File: src/inc/sli_pkg.sv
package sli_pkg;
   // Register byte offsets
   localparam logic [7:0] SLI_OFF_CTRL = 8'h00;
   localparam logic [7:0] SLI_OFF_STAT = 8'h04;
   localparam logic [7:0] SLI_OFF_BIST = 8'h08;
   localparam logic [7:0] SLI_OFF_IRQ_STAT = 8'h0C;
   localparam logic [7:0] SLI_OFF_IRQ_MASK = 8'h10;
   localparam logic [7:0] SLI_OFF_TEMP_LIM = 8'h14;
   // Field positions
   localparam int SLI_CTRL_SW_RUN_BIT = 0;
   localparam int SLI_CTRL_FORCE_OFF_BIT = 1;
   localparam int SLI_IRQ_OVT_BIT = 0;
   localparam int SLI_IRQ_FAIL_BIT = 1;
   localparam int SLI_IRQ_LINK_UP_BIT = 2;
   localparam int SLI_IRQ_LINK_DN_BIT = 3;
   localparam int SLI_IRQ_W = 4;
   // Over-temperature flag of the self-test word
   localparam logic [31:0] SLI_BIST_OVT = 32'h0000_0400;
   // Reset values
   localparam logic [1:0] SLI_CTRL_RST = 2'h0;
   localparam logic [SLI_IRQ_W-1:0] SLI_MASK_RST = 4'h0;
   // Temperature in signed whole degrees C
   localparam logic signed [9:0] SLI_TEMP_SHUT_C = 10'sd80;
   // Blink timing: one toggle every half second gives about 1 Hz
   localparam int SLI_CLK_HZ = 250_000_000;
   localparam int SLI_BLINK_HALF_MS = 500;
   localparam int SLI_BLINK_HALF_CYC = SLI_CLK_HZ / 1000 * SLI_BLINK_HALF_MS;
   localparam int SLI_SYNC_STAGES = 2;

   typedef enum logic [2:0]
   {
      SLI_LED_OFF = 3'b000,
      SLI_LED_RED = 3'b001,
      SLI_LED_RED_BLINK = 3'b010,
      SLI_LED_ORANGE_BLINK = 3'b011,
      SLI_LED_GREEN_BLINK = 3'b100,
      SLI_LED_GREEN = 3'b101
   } sli_mode_t;

   typedef struct packed
   {
      logic power_good;
      logic sw_running;
      logic boot_loading;
      logic link_up;
   } sli_cond_t;

   typedef struct packed
   {
      logic red;
      logic green;
   } sli_led_t;
endpackage

File: src/design/sli_sync.sv
`timescale 1ns/100ps
module sli_sync
   import sli_pkg::*;
#(
   parameter int W = 4
)
(
   input wire logic aclk,
   input wire logic aresetn,
   input wire logic [W-1:0] d,
   output logic [W-1:0] q
);
   logic [W-1:0] meta_r;

   // The first stage feeds only the second
   always_ff @(posedge aclk)
   begin
      if (!aresetn)
      begin
         meta_r <= '0;
         q <= '0;
      end
      else
      begin
         meta_r <= d;
         q <= meta_r;
      end
   end
endmodule // sli_sync

File: src/design/sli_blink.sv
`timescale 1ns/100ps
module sli_blink
   import sli_pkg::*;
#(
   parameter int HALF_CYC = SLI_BLINK_HALF_CYC
)
(
   input wire logic aclk,
   input wire logic aresetn,
   output logic phase
);
   localparam int CW = $clog2(HALF_CYC + 1);
   localparam logic [CW-1:0] LAST = CW'(HALF_CYC - 1);
   logic [CW-1:0] cnt_r;

   always_ff @(posedge aclk)
   begin
      if (!aresetn)
      begin
         cnt_r <= '0;
         phase <= 1'b0;
      end
      else if (cnt_r == LAST)
      begin
         cnt_r <= '0;
         phase <= ~phase;
      end
      else
      begin
         cnt_r <= cnt_r + CW'(1);
      end
   end
endmodule // sli_blink

File: src/design/sli_top.sv
// Notes on behaviour
// - One red/green LED is the only status
// - Dark until power good and software running
// - Steady red on any self-test failure (here over-temperature wins and shows blinking red)
// - Blinking red on over-temperature shutdown
// - Blinking orange while boot code loads
// - Blinking green when link not up
// - Steady green once link established
// - Self-test word, over-temperature at 0x400
// - Shutdown above 80 C stops sensor
// - Dark when input protection cut power
//
// The AXI4-Lite slave port and the placing of the registers are this design's own decisions.
`timescale 1ns/100ps
module sli_top
   import sli_pkg::*;
#(
   parameter int BLINK_HALF_CYC = SLI_BLINK_HALF_CYC
)
(
   input wire logic aclk,
   input wire logic aresetn,
   input wire logic power_good,
   input wire logic supply_fault,
   input wire logic boot_loading,
   input wire logic link_up,
   input wire logic [31:0] bist_word,
   input wire logic signed [9:0] temp_c,
   input wire logic [7:0] s_axil_awaddr,
   input wire logic s_axil_awvalid,
   output logic s_axil_awready,
   input wire logic [31:0] s_axil_wdata,
   input wire logic [3:0] s_axil_wstrb,
   input wire logic s_axil_wvalid,
   output logic s_axil_wready,
   output logic [1:0] s_axil_bresp,
   output logic s_axil_bvalid,
   input wire logic s_axil_bready,
   input wire logic [7:0] s_axil_araddr,
   input wire logic s_axil_arvalid,
   output logic s_axil_arready,
   output logic [31:0] s_axil_rdata,
   output logic [1:0] s_axil_rresp,
   output logic s_axil_rvalid,
   input wire logic s_axil_rready,
   output logic led_red,
   output logic led_green,
   output logic sensor_enable,
   output logic lval_enable,
   output logic irq
);
   logic [3:0] pins_s;
   sli_cond_t cond;
   logic blink;
   logic [1:0] ctrl_r;
   logic [31:0] bist_r;
   logic ovt_latch_r;
   logic signed [9:0] temp_lim_r;
   logic [SLI_IRQ_W-1:0] irq_stat_r;
   logic [SLI_IRQ_W-1:0] irq_mask_r;
   logic [SLI_IRQ_W-1:0] irq_ev;
   sli_mode_t mode_r;
   sli_mode_t mode_nxt;
   sli_led_t led_nxt;
   logic link_d_r;
   logic fail_d_r;
   logic ovt_seen_r;
   logic over_hot;
   logic bist_fail;
   logic [7:0] aw_addr_r;
   logic aw_have_r;
   logic [31:0] w_data_r;
   logic [3:0] w_strb_r;
   logic w_have_r;
   logic do_write;
   logic do_read;
   logic w_ctrl;
   logic w_bist;
   logic w_istat;
   logic w_imask;
   logic w_tlim;

   function automatic logic [31:0] apply_strb(input logic [31:0] old,
      input logic [31:0] nw, input logic [3:0] strb);
      logic [31:0] r;
      r = old;
      for (int i = 0; i < 4; i++)
      begin
         if (strb[i])
         begin
            r[i*8 +: 8] = nw[i*8 +: 8];
         end
      end
      return r;
   endfunction

   function automatic logic mapped(input logic [7:0] a);
      return a == SLI_OFF_CTRL || a == SLI_OFF_STAT || a == SLI_OFF_BIST ||
         a == SLI_OFF_IRQ_STAT || a == SLI_OFF_IRQ_MASK ||
         a == SLI_OFF_TEMP_LIM;
   endfunction

   sli_sync #(
      .W(4)
   ) u_sync (
      .aclk(aclk),
      .aresetn(aresetn),
      // Each pin is synchronised alone: gating before the flops could glitch
      .d({power_good, supply_fault, boot_loading, link_up}),
      .q(pins_s)
   );

   sli_blink #(
      .HALF_CYC(BLINK_HALF_CYC)
   ) u_blink (
      .aclk(aclk),
      .aresetn(aresetn),
      .phase(blink)
   );

   always_comb
   begin
      cond.power_good = pins_s[3] & ~pins_s[2];
      cond.sw_running = ctrl_r[SLI_CTRL_SW_RUN_BIT];
      cond.boot_loading = pins_s[1];
      cond.link_up = pins_s[0];
   end

   // Temperature is sampled as a settled word by the monitor; latched once
   // exceeded since only a reset recovers from thermal shutdown
   always_ff @(posedge aclk)
   begin
      if (!aresetn)
      begin
         ovt_latch_r <= 1'b0;
      end
      else if (temp_c > temp_lim_r)
      begin
         ovt_latch_r <= 1'b1;
      end
   end

   always_ff @(posedge aclk)
   begin
      if (!aresetn)
      begin
         bist_r <= '0;
      end
      else
      begin
         bist_r <= (w_bist ? apply_strb(bist_r, w_data_r, w_strb_r) : bist_r)
            | bist_word | (ovt_latch_r ? SLI_BIST_OVT : 32'h0000_0000);
      end
   end

   assign over_hot = (bist_r & SLI_BIST_OVT) != 32'h0000_0000;
   assign bist_fail = (bist_r & ~SLI_BIST_OVT) != 32'h0000_0000;
   assign sensor_enable = ~over_hot;
   assign lval_enable = ~over_hot;

   always_comb
   begin
      if (!cond.power_good || !cond.sw_running ||
         ctrl_r[SLI_CTRL_FORCE_OFF_BIT])
      begin
         mode_nxt = SLI_LED_OFF;
      end
      else if (over_hot)
      begin
         mode_nxt = SLI_LED_RED_BLINK;
      end
      else if (bist_fail)
      begin
         mode_nxt = SLI_LED_RED;
      end
      else if (cond.boot_loading)
      begin
         mode_nxt = SLI_LED_ORANGE_BLINK;
      end
      else if (!cond.link_up)
      begin
         mode_nxt = SLI_LED_GREEN_BLINK;
      end
      else
      begin
         mode_nxt = SLI_LED_GREEN;
      end
   end

   always_comb
   begin
      case (mode_r)
         SLI_LED_RED: led_nxt = '{red: 1'b1, green: 1'b0};
         SLI_LED_RED_BLINK: led_nxt = '{red: blink, green: 1'b0};
         SLI_LED_ORANGE_BLINK: led_nxt = '{red: blink, green: blink};
         SLI_LED_GREEN_BLINK: led_nxt = '{red: 1'b0, green: blink};
         SLI_LED_GREEN: led_nxt = '{red: 1'b0, green: 1'b1};
         default: led_nxt = '{red: 1'b0, green: 1'b0};
      endcase
   end

   always_ff @(posedge aclk)
   begin
      if (!aresetn)
      begin
         mode_r <= SLI_LED_OFF;
         led_red <= 1'b0;
         led_green <= 1'b0;
      end
      else
      begin
         mode_r <= mode_nxt;
         led_red <= led_nxt.red;
         led_green <= led_nxt.green;
      end
   end

   // Events
   always_ff @(posedge aclk)
   begin
      if (!aresetn)
      begin
         link_d_r <= 1'b0;
         fail_d_r <= 1'b0;
      end
      else
      begin
         link_d_r <= cond.link_up;
         fail_d_r <= bist_fail;
      end
   end

   always_comb
   begin
      irq_ev = '0;
      irq_ev[SLI_IRQ_OVT_BIT] = over_hot & ~ovt_seen_r;
      irq_ev[SLI_IRQ_FAIL_BIT] = bist_fail & ~fail_d_r;
      irq_ev[SLI_IRQ_LINK_UP_BIT] = cond.link_up & ~link_d_r;
      irq_ev[SLI_IRQ_LINK_DN_BIT] = ~cond.link_up & link_d_r;
   end

   always_ff @(posedge aclk)
   begin
      if (!aresetn)
      begin
         ovt_seen_r <= 1'b0;
      end
      else
      begin
         ovt_seen_r <= over_hot;
      end
   end

   // Set wins over a write-one clear in the same cycle
   always_ff @(posedge aclk)
   begin
      if (!aresetn)
      begin
         irq_stat_r <= '0;
      end
      else
      begin
         irq_stat_r <= (irq_stat_r & ~(w_istat & w_strb_r[0] ?
            w_data_r[SLI_IRQ_W-1:0] : '0)) | irq_ev;
      end
   end

   assign irq = |(irq_stat_r & irq_mask_r);

   // AXI4-Lite write side: address and data taken in either order
   assign s_axil_awready = ~aw_have_r & ~s_axil_bvalid;
   assign s_axil_wready = ~w_have_r & ~s_axil_bvalid;
   assign do_write = aw_have_r & w_have_r & ~s_axil_bvalid;
   assign w_ctrl = do_write && aw_addr_r == SLI_OFF_CTRL;
   assign w_bist = do_write && aw_addr_r == SLI_OFF_BIST;
   assign w_istat = do_write && aw_addr_r == SLI_OFF_IRQ_STAT;
   assign w_imask = do_write && aw_addr_r == SLI_OFF_IRQ_MASK;
   assign w_tlim = do_write && aw_addr_r == SLI_OFF_TEMP_LIM;

   always_ff @(posedge aclk)
   begin
      if (!aresetn)
      begin
         aw_have_r <= 1'b0;
         w_have_r <= 1'b0;
         aw_addr_r <= '0;
         w_data_r <= '0;
         w_strb_r <= '0;
         s_axil_bvalid <= 1'b0;
         s_axil_bresp <= 2'h0;
      end
      else
      begin
         if (s_axil_awvalid && s_axil_awready)
         begin
            aw_have_r <= 1'b1;
            aw_addr_r <= {s_axil_awaddr[7:2], 2'h0};
         end
         if (s_axil_wvalid && s_axil_wready)
         begin
            w_have_r <= 1'b1;
            w_data_r <= s_axil_wdata;
            w_strb_r <= s_axil_wstrb;
         end
         if (do_write)
         begin
            aw_have_r <= 1'b0;
            w_have_r <= 1'b0;
            s_axil_bvalid <= 1'b1;
            s_axil_bresp <= mapped(aw_addr_r) ? 2'h0 : 2'h2;
         end
         else if (s_axil_bvalid && s_axil_bready)
         begin
            s_axil_bvalid <= 1'b0;
         end
      end
   end

   always_ff @(posedge aclk)
   begin
      if (!aresetn)
      begin
         ctrl_r <= SLI_CTRL_RST;
         irq_mask_r <= SLI_MASK_RST;
         temp_lim_r <= SLI_TEMP_SHUT_C;
      end
      else
      begin
         if (w_ctrl && w_strb_r[0])
         begin
            ctrl_r <= w_data_r[1:0];
         end
         if (w_imask && w_strb_r[0])
         begin
            irq_mask_r <= w_data_r[SLI_IRQ_W-1:0];
         end
         if (w_tlim)
         begin
            temp_lim_r <= 10'(signed'(apply_strb(32'(temp_lim_r), w_data_r,
               w_strb_r)));
         end
      end
   end

   // Read side
   assign s_axil_arready = ~s_axil_rvalid;
   assign do_read = s_axil_arvalid & s_axil_arready;

   always_ff @(posedge aclk)
   begin
      if (!aresetn)
      begin
         s_axil_rvalid <= 1'b0;
         s_axil_rdata <= '0;
         s_axil_rresp <= 2'h0;
      end
      else if (do_read)
      begin
         s_axil_rvalid <= 1'b1;
         s_axil_rresp <= mapped({s_axil_araddr[7:2], 2'h0}) ? 2'h0 : 2'h2;
         case ({s_axil_araddr[7:2], 2'h0})
            SLI_OFF_CTRL: s_axil_rdata <= {30'h0, ctrl_r};
            SLI_OFF_STAT: s_axil_rdata <= {23'h0, ovt_latch_r, cond, mode_r,
               led_red};
            SLI_OFF_BIST: s_axil_rdata <= bist_r;
            SLI_OFF_IRQ_STAT: s_axil_rdata <= {28'h0, irq_stat_r};
            SLI_OFF_IRQ_MASK: s_axil_rdata <= {28'h0, irq_mask_r};
            SLI_OFF_TEMP_LIM: s_axil_rdata <= {{22{temp_lim_r[9]}},
               temp_lim_r};
            default: s_axil_rdata <= '0;
         endcase
      end
      else if (s_axil_rready)
      begin
         s_axil_rvalid <= 1'b0;
      end
   end

   a_led_off_dark: assert property (@(posedge aclk)
      disable iff (!aresetn) !cond.power_good |-> ##2 !led_red && !led_green)
      else $error("LED lit without power");
   a_fail_red: assert property (@(posedge aclk)
      disable iff (!aresetn) mode_r == SLI_LED_RED |=> led_red && !led_green)
      else $error("Self-test failure not steady red");
   a_hot_priority: assert property (@(posedge aclk)
      disable iff (!aresetn) over_hot && cond.power_good &&
      cond.sw_running && !ctrl_r[SLI_CTRL_FORCE_OFF_BIT] |=>
      mode_r == SLI_LED_RED_BLINK)
      else $error("Over-temperature not shown");
   a_hot_stops: assert property (@(posedge aclk)
      disable iff (!aresetn) temp_c > temp_lim_r |=> ##1
      !sensor_enable && !lval_enable)
      else $error("Sensor not stopped when hot");
   a_bist_ovt: assert property (@(posedge aclk)
      disable iff (!aresetn) ovt_latch_r |=> bist_r[10])
      else $error("Over-temperature flag missing");
   a_green_link: assert property (@(posedge aclk)
      disable iff (!aresetn) mode_r == SLI_LED_GREEN |=>
      led_green && !led_red)
      else $error("Link up not steady green");
   a_green_blink: assert property (@(posedge aclk)
      disable iff (!aresetn) mode_r == SLI_LED_GREEN_BLINK |=>
      !led_red && led_green == $past(blink))
      else $error("Link down not blinking green");
   a_orange_pair: assert property (@(posedge aclk)
      disable iff (!aresetn) mode_r == SLI_LED_ORANGE_BLINK |=>
      led_red == led_green)
      else $error("Orange blink not both colours");
   // A link loss must reach the interrupt even when software clears status
   a_irq_level: assert property (@(posedge aclk)
      disable iff (!aresetn) irq_ev[SLI_IRQ_LINK_DN_BIT] &&
      irq_mask_r[SLI_IRQ_LINK_DN_BIT] && !w_imask |=> irq)
      else $error("Link loss did not raise the interrupt");
   c_green: cover property (@(posedge aclk) mode_r == SLI_LED_GREEN);
   c_orange: cover property (@(posedge aclk)
      mode_r == SLI_LED_ORANGE_BLINK ##1 mode_r == SLI_LED_GREEN_BLINK);
   c_hot: cover property (@(posedge aclk) mode_r == SLI_LED_RED_BLINK);
   c_red: cover property (@(posedge aclk) mode_r == SLI_LED_RED);
endmodule // sli_top

File: config.mk
export PLATFORM = sky130hd
export DESIGN_NAME = sli_top
export DESIGN_NICKNAME = d
export VERILOG_FILES = /design/src/inc/sli_pkg.sv /design/src/design/sli_sync.sv /design/src/design/sli_blink.sv /design/src/design/sli_top.sv
export SDC_FILE = /design/constraint.sdc
export NUM_CORES = 1
export LEC_CHECK = 0
export BUFFER_PORTS_ARGS = -buffer_cell sky130_fd_sc_hd__buf_2
export CAP_MARGIN = 5
export CORE_MARGIN = 4
export CORE_UTILIZATION = 55
export DETAILED_ROUTE_END_ITERATION = 10
export PLACE_DENSITY_LB_ADDON = 0.25
export SYNTH_ARGS = -nofsm -noshare
export SYNTH_HDL_FRONTEND = slang
export SYNTH_SLANG_ARGS = --single-unit
File: constraint.sdc
create_clock -name aclk -period 2.46 [get_ports aclk]
set_input_delay 0 -clock aclk [delete_from_list [all_inputs] [get_ports aclk]]
set_output_delay 0 -clock aclk [all_outputs]
set_load 0.01 [all_outputs]
==> flow_summary.json, run 1 <==
{
  "wl_met1_mm": 9.38,
  "fin_nets": 1203,
  "cts_buffer_depth": 2,
  "clk_root_buffer_cell": "clkbuf_16",
  "cts.clk_slew.worst_paths_ns": 0.06,
  "skew_ns": 0.00649,
  "fin_crit_ns": 2.10,
  "ios": 151,
  "slew_headroom_pct": 55.7,
  "arrival_ns": 2.46,
  "core_area_um2": 13400,
  "p_leak_nw": 4.03,
  "rr_endpoint": "u_blink.cnt_r[26]",
  "ys_async_sr_fraction_pct": 0,
  "die_h_um": 126,
  "ys_seq_area_share_pct": 46.5,
  "area_delta_synth_final_pct": 30.0,
  "die_area_um2": 15800,
  "r2r_slack_ns": 0.36,
  "wire_per_inst_um": 17.2,
  "viasPerCell": 5.79,
  "drc": 0,
  "synth-edff-count": 0,
  "p_total_w": 0.00636,
  "nFillCells": 1017,
  "synth_cells": 880,
  "start_util_pct": 56.9,
  "final_common_cell": "dfxtp_1",
  "ant_nets": 0,
  "synth_top_area_share_pct": 46.5,
  "finalCritPeriodShare_pct": 85.5,
  "io_buffer_count": 144,
  "cts_sinks": 177,
  "cp_max_fo": 5,
  "wl_met2_mm": 10.3,
  "routed-wl-met3_mm": 1.72,
  "startpoint": "u_blink.cnt_r[0]",
  "drive_gt1_share_pct": 19.1,
  "synth_compound_area_share_pct": 20.0,
  "hpwl_mm": 14.5,
  "yosys.area.top_type": "dfxtp_1",
  "antenna_found_initial": 0,
  "worstSetupPathType": "flip-flop to flip-flop",
  "hold_slack_ns": 0.0304,
  "reg2reg_depth": 5,
  "yosysWarnings": 0,
  "maxCapViolCount": 0,
  "mostFrequentLayoutCells": "dfxtp_1, buf_2, nand2_1, dlygate4sd3_1, a21oi_1",
  "rr_startpoint": "u_blink.cnt_r[0]",
  "fmax_ghz": 0.476,
  "grt_max_degree": 50,
  "min_path_type": "input port to flip-flop",
  "powerDensity_nw_per_um2": 641,
  "die_x_um": 126,
  "place_area_um2": 8510,
  "endpoint_kind": "flip-flop",
  "ys_ff_latch": 177,
  "final_area_um2": 9920,
  "grt_pass1_vias": 6961,
  "gp_congestion": 0.882,
  "finalSetupViolCount": 0,
  "ys_types": 61,
  "cts-buffers-inserted": 17,
  "cp-endpoint": "u_blink.cnt_r[26]",
  "drt_wl_total_mm": 22.0,
  "critical_path_required_ns": 2.82,
  "cts.repair.resized": 0,
  "drt-initial-drc-count": 665,
  "synth-xor-area-share_pct": 1.26,
  "synth-simple-area-share_pct": 22.1,
  "synth.mux.area_fraction_pct": 3.87,
  "synth_top_family_by_area": "simple AND/OR/NAND/NOR gates",
  "topRoutingLayerUsed": "met4",
  "rsz0062_at_grt": "false",
  "grt_overflow": 0,
  "rows": 42,
  "worst_pin_slew_ns": 0.659,
  "syn-cell-area_um2": 7630,
  "cts.htree.levels": 4,
  "ir_drop_mv": 0.592,
  "grt_use_total_pct": 27.6,
  "outcome": "finished clean",
  "fin_util_pct": 74.0,
  "slew_violations": 0,
  "syn_avg_cell_area_um2": 8.67,
  "synthTopCellsByArea": "dfxtp_1, nand2_1, a21oi_1",
  "setup_tns_ns": 0,
  "first_pass_iters": 5,
  "vias": 7395,
  "synthAdderAreaFrac_pct": 1.80,
  "clk_latency_ns": 0.43,
  "cts_tree": "done",
  "synthFlopType": "dfxtp_1",
  "grt_pass1_wl_mm": 35.4,
  "startpoint_type": "flip-flop",
  "finalHoldViolCount": 0
}
stage by stage:
stage                     setup slack (ns)  cells
after detailed placement             0.375   1163
after global routing                 0.238   1275
after global placement               0.443   1163
after floorplan                      0.575    881
after CTS                            0.376   1275
final                                0.357   1277
where the power goes:
group | internal (W) | leakage (nW) | total (W) | switching [W]
logic | 0.000293 | 2.29 | 0.000588 | 0.000295
clock network | 0.00159 | 0.284 | 0.00267 | 0.00108
registers | 0.00298 | 1.45 | 0.00310 | 0.000118
state kept, by name, summed over array words and instances (netlist names), 2 cells and up:
name and cells:
irq_stat_r 4, u_sync.q 4, s_axil_rdata 32, mode_r 3, u_sync.meta_r 4, bist_r 32
irq_mask_r 4, w_strb_r 4, u_blink.cnt_r 27, aw_addr_r 6, temp_lim_r 10, ctrl_r 2
w_data_r 32
cell type report:
cell class / instances / area, µm² / share of cell area, %
Multi-Input combinational cell: 622 / 3780 / 38.1
Sequential cell: 177 / 3540 / 35.7
Timing Repair Buffer: 244 / 1690 / 17.0
Clock buffer: 22 / 484 / 4.88
Tap cell: 176 / 220 / 2.22
Clock inverter: 9 / 106 / 1.07
Inverter: 25 / 93.8 / 0.946
Antenna cell: 2 / 5.00 / 0.0505
critical path, cell delays in order, from the launching register on:
cell	delay, ns
dfxtp_1	0.37
ha_1	0.24
nand4_1	0.22
or4_1	0.63
or4_1	0.42
a21oi_1	0.16
cells in the mapped netlist, drive strengths merged, types with 2 or more instances:
cell,n
dfxtp,177
nand2,125
a21oi,73
nor2,55
clkbuf,44
o21ai,44
a22oi,34
and3,27
inv,25
mux2i,25
a21boi,23
o31a,23
nand4,22
nor3,16
and2,14
buf,13
nor4,13
ha,11
nand3,11
or3,10
a211oi,9
or4,9
nor2b,8
nand2b,7
nor4b,7
o31ai,7
xnor2,6
xor2,5
and4,4
mux2,4
a311oi,3
nand3b,3
o21a,3
a21o,2
a221oi,2
o211ai,2
o311ai,2
routing by layer:
layer	up-vias	global-route usage, %
met4	0	9.78
li1	3582	-
met3	59	5.50
met2	314	45.2
met1	3440	36.3
met5	-	0
cell families (layout without fill, tap and decap cells):
logic type,Yosys count,in the layout
other cells,1,4
mux,29,29
simple gates,334,334
xor+xnor,11,11
flops,177,177
compound gates,235,235
buf+inv,82,300
fa+ha+maj,11,11
repair_timing:
item	in CTS	in global routing
hold buffers	81	0
endpoints found under the hold margin	81	0
buffers inserted	0	0
how the worst min path moves through the flow:
stage,startpoint,endpoint,depth (start not counted)
detailed placement,supply_fault,u_sync.meta_r[2],2
floorplan,link_up,u_sync.meta_r[0],1
global route,s_axil_arvalid,s_axil_rvalid,4
CTS,s_axil_arvalid,s_axil_rvalid,4
finish,s_axil_arvalid,s_axil_rvalid,4
global placement,supply_fault,u_sync.meta_r[2],2
No activity file was read; power rests on OpenSTA's default activity.
==> inputs of run 2 (changes only) <==
- CORE_UTILIZATION: 55 -> 50
- SETUP_SLACK_MARGIN: unset -> 0.4
- clock period: 2.46 -> 1.8 ns (I/O delays scaled with it)
==> run 2 against run 1 <==
Compared with the run above: the flow now finishes with violations (setup timing); largest power group unchanged; cell count grew 5.9%; worst setup slack lost 0.48 ns; final area grew 16%; global-route usage grew 0.32 points; clock-buffer cell count grew 2; first-iteration DRC count grew 60%; power grew 47%.
==> flow_summary.json, run 2 (synthesized netlist as in run 1, its figures left out) <==
{
  "die_x_um": 132,
  "drt-initial-drc-count": 1061,
  "wl_met2_mm": 13.1,
  "fin_util_pct": 78.2,
  "ant_nets": 0,
  "fin_crit_ns": 1.93,
  "cp_max_fo": 6,
  "ios": 151,
  "endpoint_kind": "flip-flop",
  "vias": 8225,
  "mostFrequentLayoutCells": "dfxtp_1, buf_2, nand2_1, dlygate4sd3_1, nor2_1",
  "critPathMaxStageDelay_ns": 0.40,
  "cts-buffers-inserted": 17,
  "fmax_ghz": 0.519,
  "crit_path_cell_trace": "or3_4, nor4b_4, buf_6, buf_12, buf_16, and3_4, o31a_1",
  "routed-wl-met3_mm": 2.50,
  "worst_pin_slew_ns": 0.608,
  "cts.htree.levels": 4,
  "drc": 0,
  "grt_pass1_wl_mm": 39.4,
  "die_area_um2": 17300,
  "first_pass_iters": 8,
  "cts_buffer_depth": 2,
  "setup_tns_ns": -0.301,
  "grt_overflow": 0,
  "topRoutingLayerUsed": "met4",
  "arrival_ns": 2.28,
  "fin_nets": 1269,
  "wire_per_inst_um": 20.5,
  "violations": "setup timing",
  "drt_wl_total_mm": 27.7,
  "finalHoldViolCount": 0,
  "core_area_um2": 14800,
  "top_regs": "bist_r x32, s_axil_rdata x32, w_data_r x32",
  "ir_drop_mv": 0.692,
  "gp_congestion": 0.899,
  "start_util_pct": 51.7,
  "antenna_found_initial": 2,
  "wl_met1_mm": 10.7,
  "cts_sinks": 177,
  "worstSetupPathType": "flip-flop to flip-flop",
  "powerDensity_nw_per_um2": 810,
  "io_buffer_count": 144,
  "viasPerCell": 6.08,
  "cpMaxStageDelayCell": "or3_4",
  "clk_root_buffer_cell": "clkbuf_16",
  "cts.clk_slew.worst_paths_ns": 0.07,
  "finalSetupViolCount": 7,
  "p_total_w": 0.00934,
  "startpoint_type": "flip-flop",
  "skew_ns": 0.00911,
  "stdcell_count": 1352,
  "grt_pass1_vias": 7508,
  "p_leak_nw": 4.66,
  "cts_tree": "done",
  "maxCapViolCount": 0,
  "grt_max_degree": 62,
  "grt_use_total_pct": 27.9,
  "outcome": "finished, violations left",
  "drive_gt1_share_pct": 35.4,
  "slew_headroom_pct": 59.4,
  "hpwl_mm": 14.9,
  "critical_path_required_ns": 2.16,
  "finalWorstSetupSlack_ns": -0.127,
  "slew_violations": 0,
  "rows": 44,
  "dpl.cell_count": 1197,
  "area_delta_synth_final_pct": 51.2,
  "min_path_type": "input port to flip-flop",
  "die_h_um": 132,
  "finalCritPeriodShare_pct": 107,
  "final_common_cell": "dfxtp_1",
  "clk_latency_ns": 0.44,
  "rsz0062_at_grt": "true"
}
==> run 2: final timing paths <==
path | from | to | slack, ns | cells after the start
setup / recovery | aw_addr_r[5] | bist_r[13] | -0.13 | 7
hold / removal | aresetn | temp_lim_r[3] | 0.05 | 3
setup reg to reg | aw_addr_r[5] | bist_r[13] | -0.13 | 7
hold reg to reg | u_sync.meta_r[3] | u_sync.q[3] | 0.44 | 1
==> run 2: what timing repair did <==
| action | 4_1_cts | 5_1_grt |
|---|---|---|
| pin swaps | 29 | 62 |
| buffers inserted | 22 | 8 |
| hold endpoints to repair | 81 | 0 |
| cloned | 5 | 5 |
| setup endpoints to repair | 84 | 116 |
| resized for setup | 54 | 130 |
| hold buffers | 81 | 0 |
==> run 2: per-layer routing <==
layer  GRT usage [%]  vias to the layer above
met3            6.61                      124
li1                -                     3714
met1            36.3                     3875
met5               0                        -
met4            13.6                        0
met2            43.6                      512
==> run 2: critical path: cells and delay by family, from the launching register on <==
family | cells | cell delay, ns
simple gates | 3 | 0.85
buf+inv | 3 | 0.44
flops | 1 | 0.32
compound gates | 1 | 0.23
==> run 2: report_power, final <==
| group | internal (W) | leakage (nW) | total, W | switching (W) |
|---|---|---|---|---|
| logic | 0.000565 | 2.90 | 0.00113 | 0.000567 |
| registers | 0.00407 | 1.46 | 0.00426 | 0.000188 |
| clock network | 0.00238 | 0.302 | 0.00395 | 0.00157 |
==> run 2: metrics by stage <==
step           hold WS (ns)  setup slack, ns  cell area [µm²]
2_1_floorplan         0.127           0.0673             7840
3_3_place_gp          0.210          -0.0234             8880
3_5_place_dp          0.214          -0.0423             8880
4_1_cts             0.00738           0.0243            10800
5_1_grt              0.0870           -0.180            11500
6_report             0.0488           -0.127            11500
==> run 2: cell type report <==
cell class                      instances  area [µm²]
Antenna cell                            2        5.00
Clock buffer                           24         503
Clock inverter                          8         124
Fill cell                             917        3220
Inverter                               25        93.8
Multi-Input combinational cell        622        4490
Sequential cell                       177        3590
Tap cell                              184         230
Timing Repair Buffer                  310        2500
==> inputs of run 3 (changes only) <==
- REMOVE_ABC_BUFFERS: unset -> 1
==> run 3 against run 2 <==
Compared with the run above: first-iteration DRC count decreased by 36%; the flow still finishes with violations (setup timing); critical endpoint is now u_blink.cnt_r[3]; sequential power barely moved; non-clock buffer count shrank 11; flip-flop and latch count is the same; critical path depth is 1 lower; clock power shrank 8.6%; highest routed layer unchanged; power shrank 5.8%; global-route usage decreased by 0.56 points; hold slack lost 0.025 ns; clock skew up 0.0026 ns; clock-buffer cell count decreased by 3.
==> flow_summary.json, run 3 (synthesized netlist as in run 1, its figures left out) <==
{
  "outcome": "finished, violations left",
  "violations": "setup timing",
  "cts_sinks": 177,
  "rsz0062_at_grt": "true",
  "first_pass_iters": 6,
  "cts.clk_slew.worst_paths_ns": 0.07,
  "critPathMaxStageDelay_ns": 0.53,
  "clk_latency_ns": 0.43,
  "viasPerCell": 5.87,
  "io_buffer_count": 144,
  "drive_gt1_share_pct": 30.7,
  "hpwl_mm": 14.7,
  "finalSetupViolCount": 29,
  "die_x_um": 132,
  "drt_wl_total_mm": 25.1,
  "nFillCells": 1002,
  "critical_path_required_ns": 2.12,
  "area_delta_synth_final_pct": 45.3,
  "skew_ns": 0.0118,
  "setup_tns_ns": -0.401,
  "p_leak_nw": 4.44,
  "worstSetupPathType": "flip-flop to flip-flop",
  "cp_max_fo": 19,
  "cts.htree.levels": 4,
  "drc": 0,
  "mostFrequentLayoutCells": "dfxtp_1, buf_2, nand2_1, dlygate4sd3_1, a21oi_1",
  "grt_max_degree": 82,
  "ir_drop_mv": 0.697,
  "final_common_cell": "dfxtp_1",
  "start_util_pct": 51.7,
  "maxCapViolCount": 0,
  "fin_crit_ns": 1.83,
  "finalCritPeriodShare_pct": 102,
  "cts-buffers-inserted": 17,
  "cp_top_family": "simple AND/OR/NAND/NOR gates",
  "grt_pass1_wl_mm": 39.0,
  "critPathBufInv": 1,
  "rows": 44,
  "gp_congestion": 0.893,
  "clk_root_buffer_cell": "clkbuf_16",
  "grt_pass1_vias": 7517,
  "crit_path_cell_trace": "ha_4, nand4_1, or4_4, o21ai_4, buf_12, nor2_1",
  "slew_violations": 0,
  "powerDensity_nw_per_um2": 794,
  "min_path_type": "input port to flip-flop",
  "vias": 7872,
  "fmax_ghz": 0.547,
  "p_total_w": 0.00880,
  "cpMaxStageDelayCell": "or4_4",
  "fin_nets": 1258,
  "finalHoldViolCount": 0,
  "ios": 151,
  "core_area_um2": 14800,
  "drt-initial-drc-count": 682,
  "die_h_um": 132,
  "die_area_um2": 17300,
  "cts_buffer_depth": 2,
  "arrival_ns": 2.15,
  "wire_per_inst_um": 18.7,
  "startpoint_type": "flip-flop",
  "fin_util_pct": 75.1,
  "grt_overflow": 0,
  "endpoint_kind": "flip-flop",
  "top_regs": "bist_r x32, s_axil_rdata x32, w_data_r x32",
  "grt_use_total_pct": 27.3,
  "finalWorstSetupSlack_ns": -0.0291,
  "worst_pin_slew_ns": 0.598,
  "cts_tree": "done",
  "ant_nets": 0,
  "antenna_found_initial": 1,
  "slew_headroom_pct": 60.0
}
## run 3: changes by cell type in the layout (fill, tap and decap cells not counted), moves of 7 or more
cell,delta
nand2_4,-17
nor2_1,-7
a21oi_2,-12
a21oi_1,+13
a21boi_1,-7
nand2_1,+19
nor2_4,+7
buf_6,-7
dfxtp_1,+7
## run 3: final timing paths
kind,start,endpoint,slack [ns],depth (start not counted)
worst min register to register,u_sync.meta_r[3],u_sync.q[3],0.43,1
worst max register to register,u_blink.cnt_r[1],u_blink.cnt_r[3],-0.03,6
worst max-delay path,u_blink.cnt_r[1],u_blink.cnt_r[3],-0.03,6
worst min-delay path,aresetn,s_axil_rdata[18],0.02,5
## run 3: final cells by class
type | count | area (µm²) | share of cell area (%)
clock inverter | 11 | 129 | 1.16
multi-input combinational | 622 | 4240 | 38.2
inverter | 25 | 96.3 | 0.869
tap | 184 | 230 | 2.08
clock buffer | 21 | 440 | 3.97
timing repair buffer | 299 | 2370 | 21.4
sequential | 177 | 3570 | 32.2
antenna | 1 | 2.50 | 0.0226
## run 3: worst reg2reg max path, delay by kind of cell (launching register included)
kind                     cells  cell delay, ns
AO/OA/AOI/OAI                1            0.22
adder cells (fa/ha/maj)      1            0.14
buffers and inverters        1            0.22
flip-flops                   1            0.36
AND/OR/NAND/NOR              3            0.79
## run 3: power by group
group          total, W  switching [W]  internal [W]  leakage, nW
sequential      0.00423       0.000159       0.00407         1.46
clock           0.00361        0.00155       0.00206        0.273
combinational  0.000960       0.000473      0.000487         2.71
## run 3: per-stage QoR
step                std cells  setup slack (ns)  cell area, µm²  hold slack (ns)
finish                   1340           -0.0291           11100           0.0236
global route             1340           -0.0997           11100           0.0537
CTS                      1327          -0.00615           10700           0.0374
detailed placement       1198            -0.142            8800            0.210
global placement         1198           -0.0803            8800            0.206
floorplan                 824             -1.15            7390           0.0619
## run 3: per-layer routing
metal | up-vias | global-route usage (%) | share of wire [%] | wire length (µm)
met4 | 0 | 9.63 | 2.4 | 598
met1 | 3740 | 36.1 | 42 | 10500
met5 | - | 0 | 0 | 0
met2 | 387 | 44.3 | 48 | 12100
met3 | 56 | 6.12 | 7.4 | 1860
li1 | 3689 | - | - | -
## run 3: timing repair
| action | CTS | global route |
|---|---|---|
| pin swaps | 27 | 35 |
| hold buffers | 81 | 0 |
| buffers inserted | 14 | 7 |
| endpoints found under the hold margin | 81 | 0 |
| endpoints found under the setup margin | 84 | 119 |
| gates cloned | 2 | 5 |
| resized for setup | 96 | 53 |
